File: src/rtl/lcd_decoder_consts.svh
// constants for the character display instruction decoder
// assumes inclusion by bare name from the design files
`ifndef LCD_DECODER_CONSTS_SVH
`define LCD_DECODER_CONSTS_SVH
// ---------------------------------------------------------------
// register offsets (byte addresses)
// ---------------------------------------------------------------
`define REG_PORT 12'h000
`define REG_STATUS 12'h004
`define REG_CONFIG 12'h008
`define REG_POWER 12'h00C
`define REG_RDATA 12'h010
// ---------------------------------------------------------------
// port command fields and address limits
// ---------------------------------------------------------------
`define PORT_RS_BIT 9
`define PORT_RW_BIT 8
`define TEXT_ONE_LINE_MAX 7'h4F
`define TEXT_ROW0_MAX 7'h27
`define TEXT_ROW1_MIN 7'h40
`define TEXT_ROW1_MAX 7'h67
`define GLYPH_MAX 7'h3F
`define ICON_MAX 7'h0F
// ---------------------------------------------------------------
// timing
// ---------------------------------------------------------------
`define EXEC_TIME_NS 27000
`define CLK_PERIOD_NS 40
`define EXEC_CYCLES ((`EXEC_TIME_NS + `CLK_PERIOD_NS - 1) / `CLK_PERIOD_NS)
// ---------------------------------------------------------------
// reset values
// ---------------------------------------------------------------
`define RST_OSC_TRIM 3'h4
`define RST_GAIN 3'h2
`define RST_CONTRAST 6'h20
`endif

File: src/rtl/lcd_decoder_pkg.sv
// types shared by the instruction decoder files
// assumes no other package
`default_nettype none
package lcd_decoder_pkg;
  typedef enum logic [1:0] {
    RAM_TEXT = 2'b00,
    RAM_GLYPH = 2'b01,
    RAM_ICON = 2'b10
  } ram_sel_t;
  typedef struct packed {
    logic table_select;
    logic two_line;
    logic step_up;
    logic bias_select;
    logic [2:0] osc_trim;
    logic [2:0] follower_gain;
    logic [5:0] contrast_code;
    logic icon_on;
    logic booster_on;
    logic follower_on;
  } settings_t;
  typedef struct packed {
    logic register_select;
    logic read_not_write;
    logic [7:0] db;
  } port_cmd_t;
endpackage
`default_nettype wire

File: src/rtl/lcd_instr_decoder.sv
// instruction decoder of a character display controller, APB slave
// assumes an APB master on clock; option pins static
//
// Overview of operation
// - one-line layout accepts text addresses 00H to 4FH only.
// - two-line layout uses rows 00H-27H and 40H-67H.
// - instruction read returns busy on bit 7, pointer on bits 6-0.
// - pointer steps by one after each text or glyph data access.
// - data write stores the byte at the pointer in the chosen RAM.
// - last address-set picks the RAM for data reads and writes.
// - bias-select high gives 1/4 bias, low gives 1/5 bias.
// - bias-select ignored when both follower options are high.
// - oscillator trim acts only with the oscillator-adjust pin high.
// - extended icon address loads four bits, range 00H to 0FH.
// - icon-enable bit turns the icon display on or off.
// - booster bit acts only with both follower options low.
// - six-bit contrast from two instructions, internal follower only.
// - follower-enable settable only with both follower options low.
// - follower gain accepted only with internal follower selected.
// - table-select high picks extended table, low the normal one.
// - step-direction high increments the pointer, low decrements.
//
// Design decisions made here: the placing of the registers and the APB register port.
`include "lcd_decoder_consts.svh"
`default_nettype none
module lcd_instr_decoder (
  // clock and reset
  input wire logic clock,
  input wire logic arst_n,
  // apb slave
  input wire logic psel,
  input wire logic penable,
  input wire logic pwrite,
  input wire logic [11:0] paddr,
  input wire logic [31:0] pwdata,
  output logic [31:0] prdata,
  output logic pready,
  output logic pslverr,
  // option pins
  input wire logic follower_option_a,
  input wire logic follower_option_b,
  input wire logic osc_adjust_pin,
  // settings to the analog and timing sections
  output lcd_decoder_pkg::settings_t settings,
  output logic [2:0] osc_trim_active
);
  lcd_decoder_pkg::settings_t set_ff;
  lcd_decoder_pkg::ram_sel_t ram_sel_ff;
  lcd_decoder_pkg::port_cmd_t cmd;
  logic [6:0] ram_pointer_ff;
  logic [7:0] rdata_ff;
  logic [31:0] prdata_ff;
  logic pready_ff;
  logic pslverr_ff;
  logic [2:0] osc_ff;
  logic internal_busy_indicator;
  logic access;
  logic port_hit;
  logic instr_wr;
  logic data_wr;
  logic data_rd;
  logic status_rd;
  logic internal_follower;
  logic ext_bias;
  logic [6:0] nxt_pointer;
  logic addr_ok;
  logic [7:0] mem_rdata;
  logic [7:0] db;

  // ---------------------------------------------------------------
  // access decode
  // ---------------------------------------------------------------
  // one APB access phase is one enable strobe
  assign access = psel && penable && !pready_ff;
  assign port_hit = access && pwrite && (paddr == `REG_PORT);
  assign cmd = lcd_decoder_pkg::port_cmd_t'(pwdata[9:0]);
  assign db = cmd.db;
  // byte, select and direction taken together on one strobe
  assign instr_wr = port_hit && !cmd.register_select && !cmd.read_not_write;
  assign data_wr = port_hit && cmd.register_select && !cmd.read_not_write;
  assign data_rd = port_hit && cmd.register_select && cmd.read_not_write;
  assign status_rd = access && !pwrite && (paddr == `REG_STATUS);
  assign internal_follower = !follower_option_a && !follower_option_b;
  assign ext_bias = follower_option_a && follower_option_b;

  // ---------------------------------------------------------------
  // busy timer and memories
  // ---------------------------------------------------------------
  lcd_busy_timer u_busy (
    .clock(clock),
    .arst_n(arst_n),
    .start(instr_wr || data_wr || data_rd),
    .busy(internal_busy_indicator)
  );

  lcd_ram_store u_ram (
    .clock(clock),
    .we(data_wr),
    .sel(ram_sel_ff),
    .addr(ram_pointer_ff),
    .wdata(db),
    .rdata(mem_rdata)
  );

  // ---------------------------------------------------------------
  // pointer step with wrap inside the selected RAM
  // ---------------------------------------------------------------
  always_comb begin
    nxt_pointer = ram_pointer_ff;
    if (set_ff.step_up) begin
      nxt_pointer = ram_pointer_ff + 7'h01;
    end else begin
      nxt_pointer = ram_pointer_ff - 7'h01;
    end
    case (ram_sel_ff)
      lcd_decoder_pkg::RAM_TEXT: begin
        if (set_ff.two_line) begin
          if (set_ff.step_up && ram_pointer_ff == `TEXT_ROW0_MAX) begin
            nxt_pointer = `TEXT_ROW1_MIN;
          end else if (set_ff.step_up && ram_pointer_ff == `TEXT_ROW1_MAX) begin
            nxt_pointer = 7'h00;
          end else if (!set_ff.step_up && ram_pointer_ff == `TEXT_ROW1_MIN) begin
            nxt_pointer = `TEXT_ROW0_MAX;
          end else if (!set_ff.step_up && ram_pointer_ff == 7'h00) begin
            nxt_pointer = `TEXT_ROW1_MAX;
          end
        end else begin
          if (set_ff.step_up && ram_pointer_ff == `TEXT_ONE_LINE_MAX) begin
            nxt_pointer = 7'h00;
          end else if (!set_ff.step_up && ram_pointer_ff == 7'h00) begin
            nxt_pointer = `TEXT_ONE_LINE_MAX;
          end
        end
      end
      lcd_decoder_pkg::RAM_GLYPH: nxt_pointer = nxt_pointer & `GLYPH_MAX;
      lcd_decoder_pkg::RAM_ICON: nxt_pointer = nxt_pointer & `ICON_MAX;
      default: nxt_pointer = ram_pointer_ff;
    endcase
  end

  // text address legal for the current layout
  always_comb begin
    if (set_ff.two_line) begin
      addr_ok = (db[6:0] <= `TEXT_ROW0_MAX) ||
                (db[6:0] >= `TEXT_ROW1_MIN && db[6:0] <= `TEXT_ROW1_MAX);
    end else begin
      addr_ok = (db[6:0] <= `TEXT_ONE_LINE_MAX);
    end
  end

  // ---------------------------------------------------------------
  // pointer and RAM selection
  // ---------------------------------------------------------------
  always_ff @(posedge clock or negedge arst_n) begin
    if (!arst_n) begin
      ram_pointer_ff <= 7'h00;
      ram_sel_ff <= lcd_decoder_pkg::RAM_TEXT;
    end else if (instr_wr && db[7]) begin
      if (addr_ok) begin
        ram_pointer_ff <= db[6:0];
        ram_sel_ff <= lcd_decoder_pkg::RAM_TEXT;
      end
    end else if (instr_wr && db[7:6] == 2'b01 && !set_ff.table_select) begin
      ram_pointer_ff <= {1'b0, db[5:0]};
      ram_sel_ff <= lcd_decoder_pkg::RAM_GLYPH;
    end else if (instr_wr && db[7:4] == 4'h4 && set_ff.table_select) begin
      ram_pointer_ff <= {3'h0, db[3:0]};
      ram_sel_ff <= lcd_decoder_pkg::RAM_ICON;
    end else if (data_wr || data_rd) begin
      ram_pointer_ff <= nxt_pointer;
    end
  end

  // ---------------------------------------------------------------
  // mode and analog settings
  // ---------------------------------------------------------------
  always_ff @(posedge clock or negedge arst_n) begin
    if (!arst_n) begin
      set_ff <= '0;
      set_ff.step_up <= 1'b1;
      set_ff.osc_trim <= `RST_OSC_TRIM;
      set_ff.follower_gain <= `RST_GAIN;
      set_ff.contrast_code <= `RST_CONTRAST;
    end else if (instr_wr) begin
      if (db[7:2] == 6'b000001) begin
        set_ff.step_up <= db[1];
      end else if (db[7:5] == 3'b001) begin
        set_ff.two_line <= db[3];
        set_ff.table_select <= db[0];
      end else if (set_ff.table_select) begin
        case (db[7:4])
          4'h1: begin
            if (!ext_bias) begin
              set_ff.bias_select <= db[3];
            end
            set_ff.osc_trim <= db[2:0];
          end
          4'h5: begin
            set_ff.icon_on <= db[3];
            if (internal_follower) begin
              set_ff.booster_on <= db[2];
              set_ff.contrast_code[5:4] <= db[1:0];
            end
          end
          4'h6: begin
            if (internal_follower) begin
              set_ff.follower_on <= db[3];
              set_ff.follower_gain <= db[2:0];
            end
          end
          4'h7: begin
            if (internal_follower) begin
              set_ff.contrast_code[3:0] <= db[3:0];
            end
          end
          default: set_ff <= set_ff;
        endcase
      end
    end
  end

  // trim reaches the oscillator only with the adjust pin high
  always_ff @(posedge clock or negedge arst_n) begin
    if (!arst_n) begin
      osc_ff <= `RST_OSC_TRIM;
    end else if (osc_adjust_pin) begin
      osc_ff <= set_ff.osc_trim;
    end
  end

  // ---------------------------------------------------------------
  // read data latch and APB answer
  // ---------------------------------------------------------------
  always_ff @(posedge clock or negedge arst_n) begin
    if (!arst_n) begin
      rdata_ff <= 8'h00;
    end else if (data_rd) begin
      rdata_ff <= mem_rdata;
    end
  end

  always_ff @(posedge clock or negedge arst_n) begin
    if (!arst_n) begin
      pready_ff <= 1'b0;
      pslverr_ff <= 1'b0;
      prdata_ff <= 32'h0000_0000;
    end else begin
      pready_ff <= access;
      pslverr_ff <= 1'b0;
      prdata_ff <= 32'h0000_0000;
      if (access && !pwrite) begin
        case (paddr)
          `REG_STATUS: prdata_ff <= {24'h00_0000, internal_busy_indicator,
                                     ram_pointer_ff};
          `REG_CONFIG: prdata_ff <= {13'h0000, set_ff};
          `REG_POWER: prdata_ff <= {26'h000_0000, ext_bias, internal_follower,
                                    osc_adjust_pin, osc_ff};
          `REG_RDATA: prdata_ff <= {24'h00_0000, rdata_ff};
          `REG_PORT: prdata_ff <= 32'h0000_0000;
          default: pslverr_ff <= 1'b1;
        endcase
      end else if (access && paddr != `REG_PORT) begin
        pslverr_ff <= 1'b1;
      end
    end
  end

  assign prdata = prdata_ff;
  assign pready = pready_ff;
  assign pslverr = pslverr_ff;
  assign settings = set_ff;
  assign osc_trim_active = osc_ff;

  // ---------------------------------------------------------------
  // assertions
  // ---------------------------------------------------------------
  property p_ext_bias_hold;
    @(posedge clock) disable iff (!arst_n)
    ext_bias |=> $stable(set_ff.bias_select);
  endproperty
  a_ext_bias_hold: assert property (p_ext_bias_hold) else $error("bias changed");

  property p_follower_lock;
    @(posedge clock) disable iff (!arst_n)
    !internal_follower |=> $stable(set_ff.follower_gain) && $stable(set_ff.contrast_code)
      && $stable(set_ff.booster_on) && $stable(set_ff.follower_on);
  endproperty
  a_follower_lock: assert property (p_follower_lock) else $error("follower set");

  property p_step_up;
    @(posedge clock) disable iff (!arst_n)
    (data_wr && set_ff.step_up && ram_sel_ff == lcd_decoder_pkg::RAM_GLYPH
      && ram_pointer_ff != `GLYPH_MAX) |=> ram_pointer_ff == $past(ram_pointer_ff) + 7'h01;
  endproperty
  a_step_up: assert property (p_step_up) else $error("no increment");

  property p_one_line_range;
    @(posedge clock) disable iff (!arst_n)
    (!set_ff.two_line && ram_sel_ff == lcd_decoder_pkg::RAM_TEXT)
      |-> ram_pointer_ff <= `TEXT_ONE_LINE_MAX;
  endproperty
  a_one_line_range: assert property (p_one_line_range) else $error("text range");

  property p_icon_range;
    @(posedge clock) disable iff (!arst_n)
    ram_sel_ff == lcd_decoder_pkg::RAM_ICON |-> ram_pointer_ff <= `ICON_MAX;
  endproperty
  a_icon_range: assert property (p_icon_range) else $error("icon range");

  property p_busy_after;
    @(posedge clock) disable iff (!arst_n)
    instr_wr |=> internal_busy_indicator [*8];
  endproperty
  a_busy_after: assert property (p_busy_after) else $error("busy short");

  // status word carries busy and pointer of the access cycle
  property p_status_read;
    @(posedge clock) disable iff (!arst_n)
    status_rd |=> prdata_ff == {24'h00_0000, $past(internal_busy_indicator),
                                $past(ram_pointer_ff)};
  endproperty
  a_status_read: assert property (p_status_read) else $error("status word");

  property p_table_gate;
    @(posedge clock) disable iff (!arst_n)
    (instr_wr && !set_ff.table_select && db[7:4] == 4'h5) |=> $stable(set_ff.icon_on);
  endproperty
  a_table_gate: assert property (p_table_gate) else $error("table gate");

  property p_osc_gate;
    @(posedge clock) disable iff (!arst_n)
    !osc_adjust_pin |=> $stable(osc_ff);
  endproperty
  a_osc_gate: assert property (p_osc_gate) else $error("trim moved");
endmodule
`default_nettype wire

File: src/rtl/lcd_busy_timer.sv
// busy timer: holds busy for a fixed execution time after each instruction write or data access
// assumes a single start pulse, one clock
`include "lcd_decoder_consts.svh"
`default_nettype none
module lcd_busy_timer (
  // clock and reset
  input wire logic clock,
  input wire logic arst_n,
  // control
  input wire logic start,
  output logic busy
);
  localparam int unsigned CNT = `EXEC_CYCLES;
  logic [9:0] cnt_ff;
  // ---------------------------------------------------------------
  // down counter
  // ---------------------------------------------------------------
  always_ff @(posedge clock or negedge arst_n) begin
    if (!arst_n) begin
      cnt_ff <= 10'h000;
    end else if (start) begin
      cnt_ff <= 10'(CNT);
    end else if (cnt_ff != 10'h000) begin
      cnt_ff <= cnt_ff - 10'h001;
    end
  end
  assign busy = (cnt_ff != 10'h000);
endmodule
`default_nettype wire

File: src/rtl/lcd_ram_store.sv
// data memories: text, glyph and icon storage
// assumes one access per cycle, address already range checked
`default_nettype none
module lcd_ram_store (
  // clock
  input wire logic clock,
  // access
  input wire logic we,
  input wire logic [1:0] sel,
  input wire logic [6:0] addr,
  input wire logic [7:0] wdata,
  output logic [7:0] rdata
);
  logic [7:0] text_mem [0:127];
  logic [7:0] glyph_mem [0:63];
  logic [7:0] icon_mem [0:15];
  // ---------------------------------------------------------------
  // writes and combinational reads
  // ---------------------------------------------------------------
  always_ff @(posedge clock) begin
    if (we && sel == 2'b00) begin
      text_mem[addr] <= wdata;
    end
    if (we && sel == 2'b01) begin
      glyph_mem[addr[5:0]] <= wdata;
    end
    if (we && sel == 2'b10) begin
      icon_mem[addr[3:0]] <= wdata;
    end
  end
  always_comb begin
    case (sel)
      2'b00: rdata = text_mem[addr];
      2'b01: rdata = glyph_mem[addr[5:0]];
      2'b10: rdata = icon_mem[addr[3:0]];
      default: rdata = 8'h00;
    endcase
  end
endmodule
`default_nettype wire

File: config.mk
export PLATFORM = sky130hd
export DESIGN_NAME = lcd_instr_decoder
export DESIGN_NICKNAME = d
export VERILOG_FILES = /design/src/rtl/lcd_decoder_pkg.sv /design/src/rtl/lcd_instr_decoder.sv /design/src/rtl/lcd_busy_timer.sv /design/src/rtl/lcd_ram_store.sv
export VERILOG_INCLUDE_DIRS = /design/src /design/src/rtl
export SDC_FILE = /design/constraint.sdc
export NUM_CORES = 2
export LEC_CHECK = 0
export BUFFER_PORTS_ARGS = -buffer_cell sky130_fd_sc_hd__buf_4
export CORE_MARGIN = 2
export CORE_UTILIZATION = 60
export DETAILED_ROUTE_END_ITERATION = 12
export GPL_ROUTABILITY_DRIVEN = 0
export PLACE_DENSITY = 0.87
export SLEW_MARGIN = 15
export SYNTH_ARGS = -nofsm -noshare
export SYNTH_HDL_FRONTEND = slang
export SYNTH_HIERARCHICAL = 1
export SYNTH_SLANG_ARGS = --single-unit
File: constraint.sdc
create_clock -name clock -period 4.1 [get_ports clock]
set_clock_uncertainty 0.1 [all_clocks]
set_input_delay 0.41 -clock clock [delete_from_list [all_inputs] [get_ports clock]]
set_output_delay 0.41 -clock clock [all_outputs]
set_load 0.005 [all_outputs]
==> impl_results.md <==
- Result of the run: complete, but fails checks
- Failing checks: negative setup slack
- Port Buf Inserts: 72
- Reg-to-Reg End: rdata_ff[1]
- Crit-path max FO: 19
- Internal: between 0.02 and 0.03 W
- Worst EP arrival: ~4.7 ns
- Initial drt markers: 7,193
- Net Sw Frac: 0.2014
- Power, Total: 0.03417 W
- Worst hold path depth: 1
- Synth top area cells: edfxtp_1 73%, mux4_2 14%, dfrtp_1 2.4%
- Minimum clock period: 4.191 ns
- Top cell type's share of synthesized area: 0.7291
- Final HPWL DP: approximately 100,000 um
- Comb pwr share: 0.014
- Final setup vio count: 11
- Largest net degree at the start of global routing: between 150 and 200
- CTS Buf Count: approximately 160
- Critical path required time: between 4 and 5 ns
- Clk slew on worst S/H paths: ~0.070 ns
- Worst Setup Slack, final: -0.09129 ns
- Final #Nets: about 3,700
- CTS tree: yes
- Switching power: 0.006882 W
- Chip Height: 342.0 um
- Die area: 0.1169 sq mm
- Sequential power share: 0.569
- Place WS: -0.2746 ns
- Remaining DRCs: 0
- Vias/cell: between 7 and 8
- Worst-Margin Slew: roughly 1.3 ns
- Peak VDD IR: roughly 0.00057 V
- Share of cells above drive strength 1: 0.2839
- R2R Path Start: ram_pointer_ff[1]
- Leakage: around 24 nW
- CTS sink count: between 1,500 and 2,000
- Synth unique cells: slightly above 80
- Pwr/cell area: approximately 440 mW/mm^2
- Post-synth ARST share: 0.04037
- Syn. warnings: 6
- Core Area: 0.1130 sq mm
- Max Slew Vio Count: 0
- Worst Hold End: u_ram/glyph_mem[45][5]
- # rows: about 120
- Yosys reg bits: roughly 1,700
- Die X-Extent: 342.0 um
- Vias: between 30,000 and 40,000
- Top FF cell, synth: edfxtp_1
- Clock group share of total power: 0.417
- Seq/Total Area, Yosys: 0.7548
- H-Tree Depth: 4
- Hold WC Path Type: input port to register
- Clock Root Buffer: clkbuf_16
- Synth cell count leaders: 1,664 x edfxtp_1, 412 x mux4_2, 264 x nor2_1
- Leading area contributor after synthesis: edfxtp_1
- Hold Fails Final Rpt: 0
- CTS Buffer Depth: 3
- Relative slew margins: 0.1278
- Startpoint types: register
- Vias in the first global route: 38,940
- Max Fclk: 0.2386 GHz
- First-pass GRT wire length: approximately 270,000 um
- Final worst-path cycle share: 1.022
- Reg2reg path depth: 9
- Number of flops mapped to enable cells by yosys: ~1,700
- Critical Path End Type: register
- Drt total wl: between 150,000 and 200,000 um
- Clk_lat worst skew: 0.77 ns
- Layout overhead on the synthesized area: 13.05%
- RSZ-0062 raised after global routing: yes
- Wire per inst: roughly 36 um
- Initial Util: 0.6067
- GRT overflow: 0
- Critical path class: register to register
- Max-cap viol count: 0
- Gr usage total: 0.3279
- Initial antenna violation count: 9
- Antenna-violating nets left: 0
- I/O pin count: between 100 and 150
- Reg2reg setup slack: -0.09 ns
- Hold Startpoint: pwdata[5]
- Syn Std Cell Area: around 0.069 sq mm
- Syn Inst Count: approximately 3,300
- Top-count cell post-synth: edfxtp_1
- DR pass1 iterations: 9
- Synth Area per Inst: 20.54 sq um
==> area by class of cell <==
class	count	area (sq um)
well taps	1500	1877
multi-input cells	1392	15640
clock inverters	83	626.9
inverters	16	60.06
clock buffers	201	4189
flip-flops and latches	1734	51740
diodes	10	25.02
fillers	6182	35490
repair buffers	382	3321
==> critical path: stages (launching register included) <==
cell and delay, ns:
dfrtp_4 0.74, buf_4 0.34, buf_4 0.33, mux4_2 0.55, mux2i_1 0.30, nor3_1 0.09
nor3_1 0.44, a32oi_1 0.45, a221o_1 0.41, mux2_2 0.28
==> power by group through the flow <==
| stage | Sequential, W | Combinational [W] | Clock (W) |
|---|---|---|---|
| after floorplan | 0.0198 | 0.0000960 | 0 |
| after global placement | 0.0198 | 0.000413 | 0 |
| after detailed placement | 0.0198 | 0.000443 | 0 |
| after CTS | 0.0194 | 0.000460 | 0.0142 |
| after global routing | 0.0194 | 0.000500 | 0.0149 |
| final | 0.0194 | 0.000477 | 0.0143 |
==> timing repair <==
| item | CTS | global route |
|---|---|---|
| hold buffers | 11 | 0 |
| setup endpoints to repair | 2 | 120 |
| buffers inserted | 1 | 7 |
| resized for setup | 2 | 14 |
| endpoints found under the hold margin | 136 | 0 |
==> per-layer routing <==
metal / vias to the layer above / wire length (um) / global-route usage
met2: 4007 / 92080 / 0.5267
met4: 8 / 13540 / 0.1787
met5: - / 56 / 0
met3: 967 / 25990 / 0.09670
li1: 14520 / - / -
met1: 19730 / 59840 / 0.4052
==> logic make-up (layout without fill, tap and decap cells) <==
logic type | Yosys count | count (layout) | synth area share
compound gates | 312 | 312 | 0.03201
xor+xnor | 3 | 3 | 0.0003835
fa+ha+maj | 11 | 11 | 0.002081
buf+inv | 223 | 682 | 0.01917
flops | 1734 | 1734 | 0.7548
mux | 524 | 524 | 0.1545
other cells | 1 | 23 | 0.00005472
simple gates | 529 | 529 | 0.03703
==> state kept, by name, indices dropped and copies added (netlist names), 3 cells and up <==
register	count
u_ram/glyph_mem	512
u_ram/text_mem	1024
u_busy/cnt_ff	10
rdata_ff	8
osc_trim_active	3
prdata	19
settings	19
u_ram/icon_mem	128
ram_pointer_ff	7
==> how the worst max path moves through the flow <==
| stage | from | to | slack (ns) |
|---|---|---|---|
| global route | ram_pointer_ff[1] | rdata_ff[6] | -0.24 |
| detailed placement | ram_pointer_ff[0] | rdata_ff[0] | -0.27 |
| global placement | ram_pointer_ff[0] | rdata_ff[0] | -0.24 |
| finish | ram_pointer_ff[1] | rdata_ff[1] | -0.09 |
| floorplan | paddr[2] | u_ram/text_mem[48][0] | 0.80 |
| CTS | ram_pointer_ff[1] | rdata_ff[0] | 0.0002 |
==> through the flow <==
| stage | hold slack [ns] | setup TNS [ns] | util | cell area, sq um | instances |
|---|---|---|---|---|---|
| final | 0.007034 | -0.2039 | 0.6859 | 77480 | 5318 |
| after global routing | 0.03458 | -0.2932 | 0.6857 | 77450 | 5309 |
| after CTS | 0.01235 | 0 | 0.6845 | 77320 | 5301 |
| after detailed placement | 0.4048 | -0.2746 | 0.6406 | 72360 | 5005 |
| after global placement | 0.3962 | -0.2370 | 0.6406 | 72360 | 5005 |
| after floorplan | 0.01441 | 0 | - | 68580 | 3349 |
==> placed cells by master (no fill, tap or decap), drive strengths merged, types with 9 or more instances in the layout <==
cell type,count
mux2i,58
buf,371
o211ai,14
edfxtp,1664
nor2,265
mux2,47
clkinv,62
ha,9
clkbuf,201
a21oi,58
nor2b,25
and2,15
a22oi,93
dlygate4sd3,11
dfrtp,65
a211oi,9
diode,10
o21ai,31
nand2,67
nor3,32
o22ai,25
mux4,419
inv,25
nor4,10
conb,13
or3,17
nand3,32
nand2b,16
bufinv,9
(Power assumes the default switching activity.)
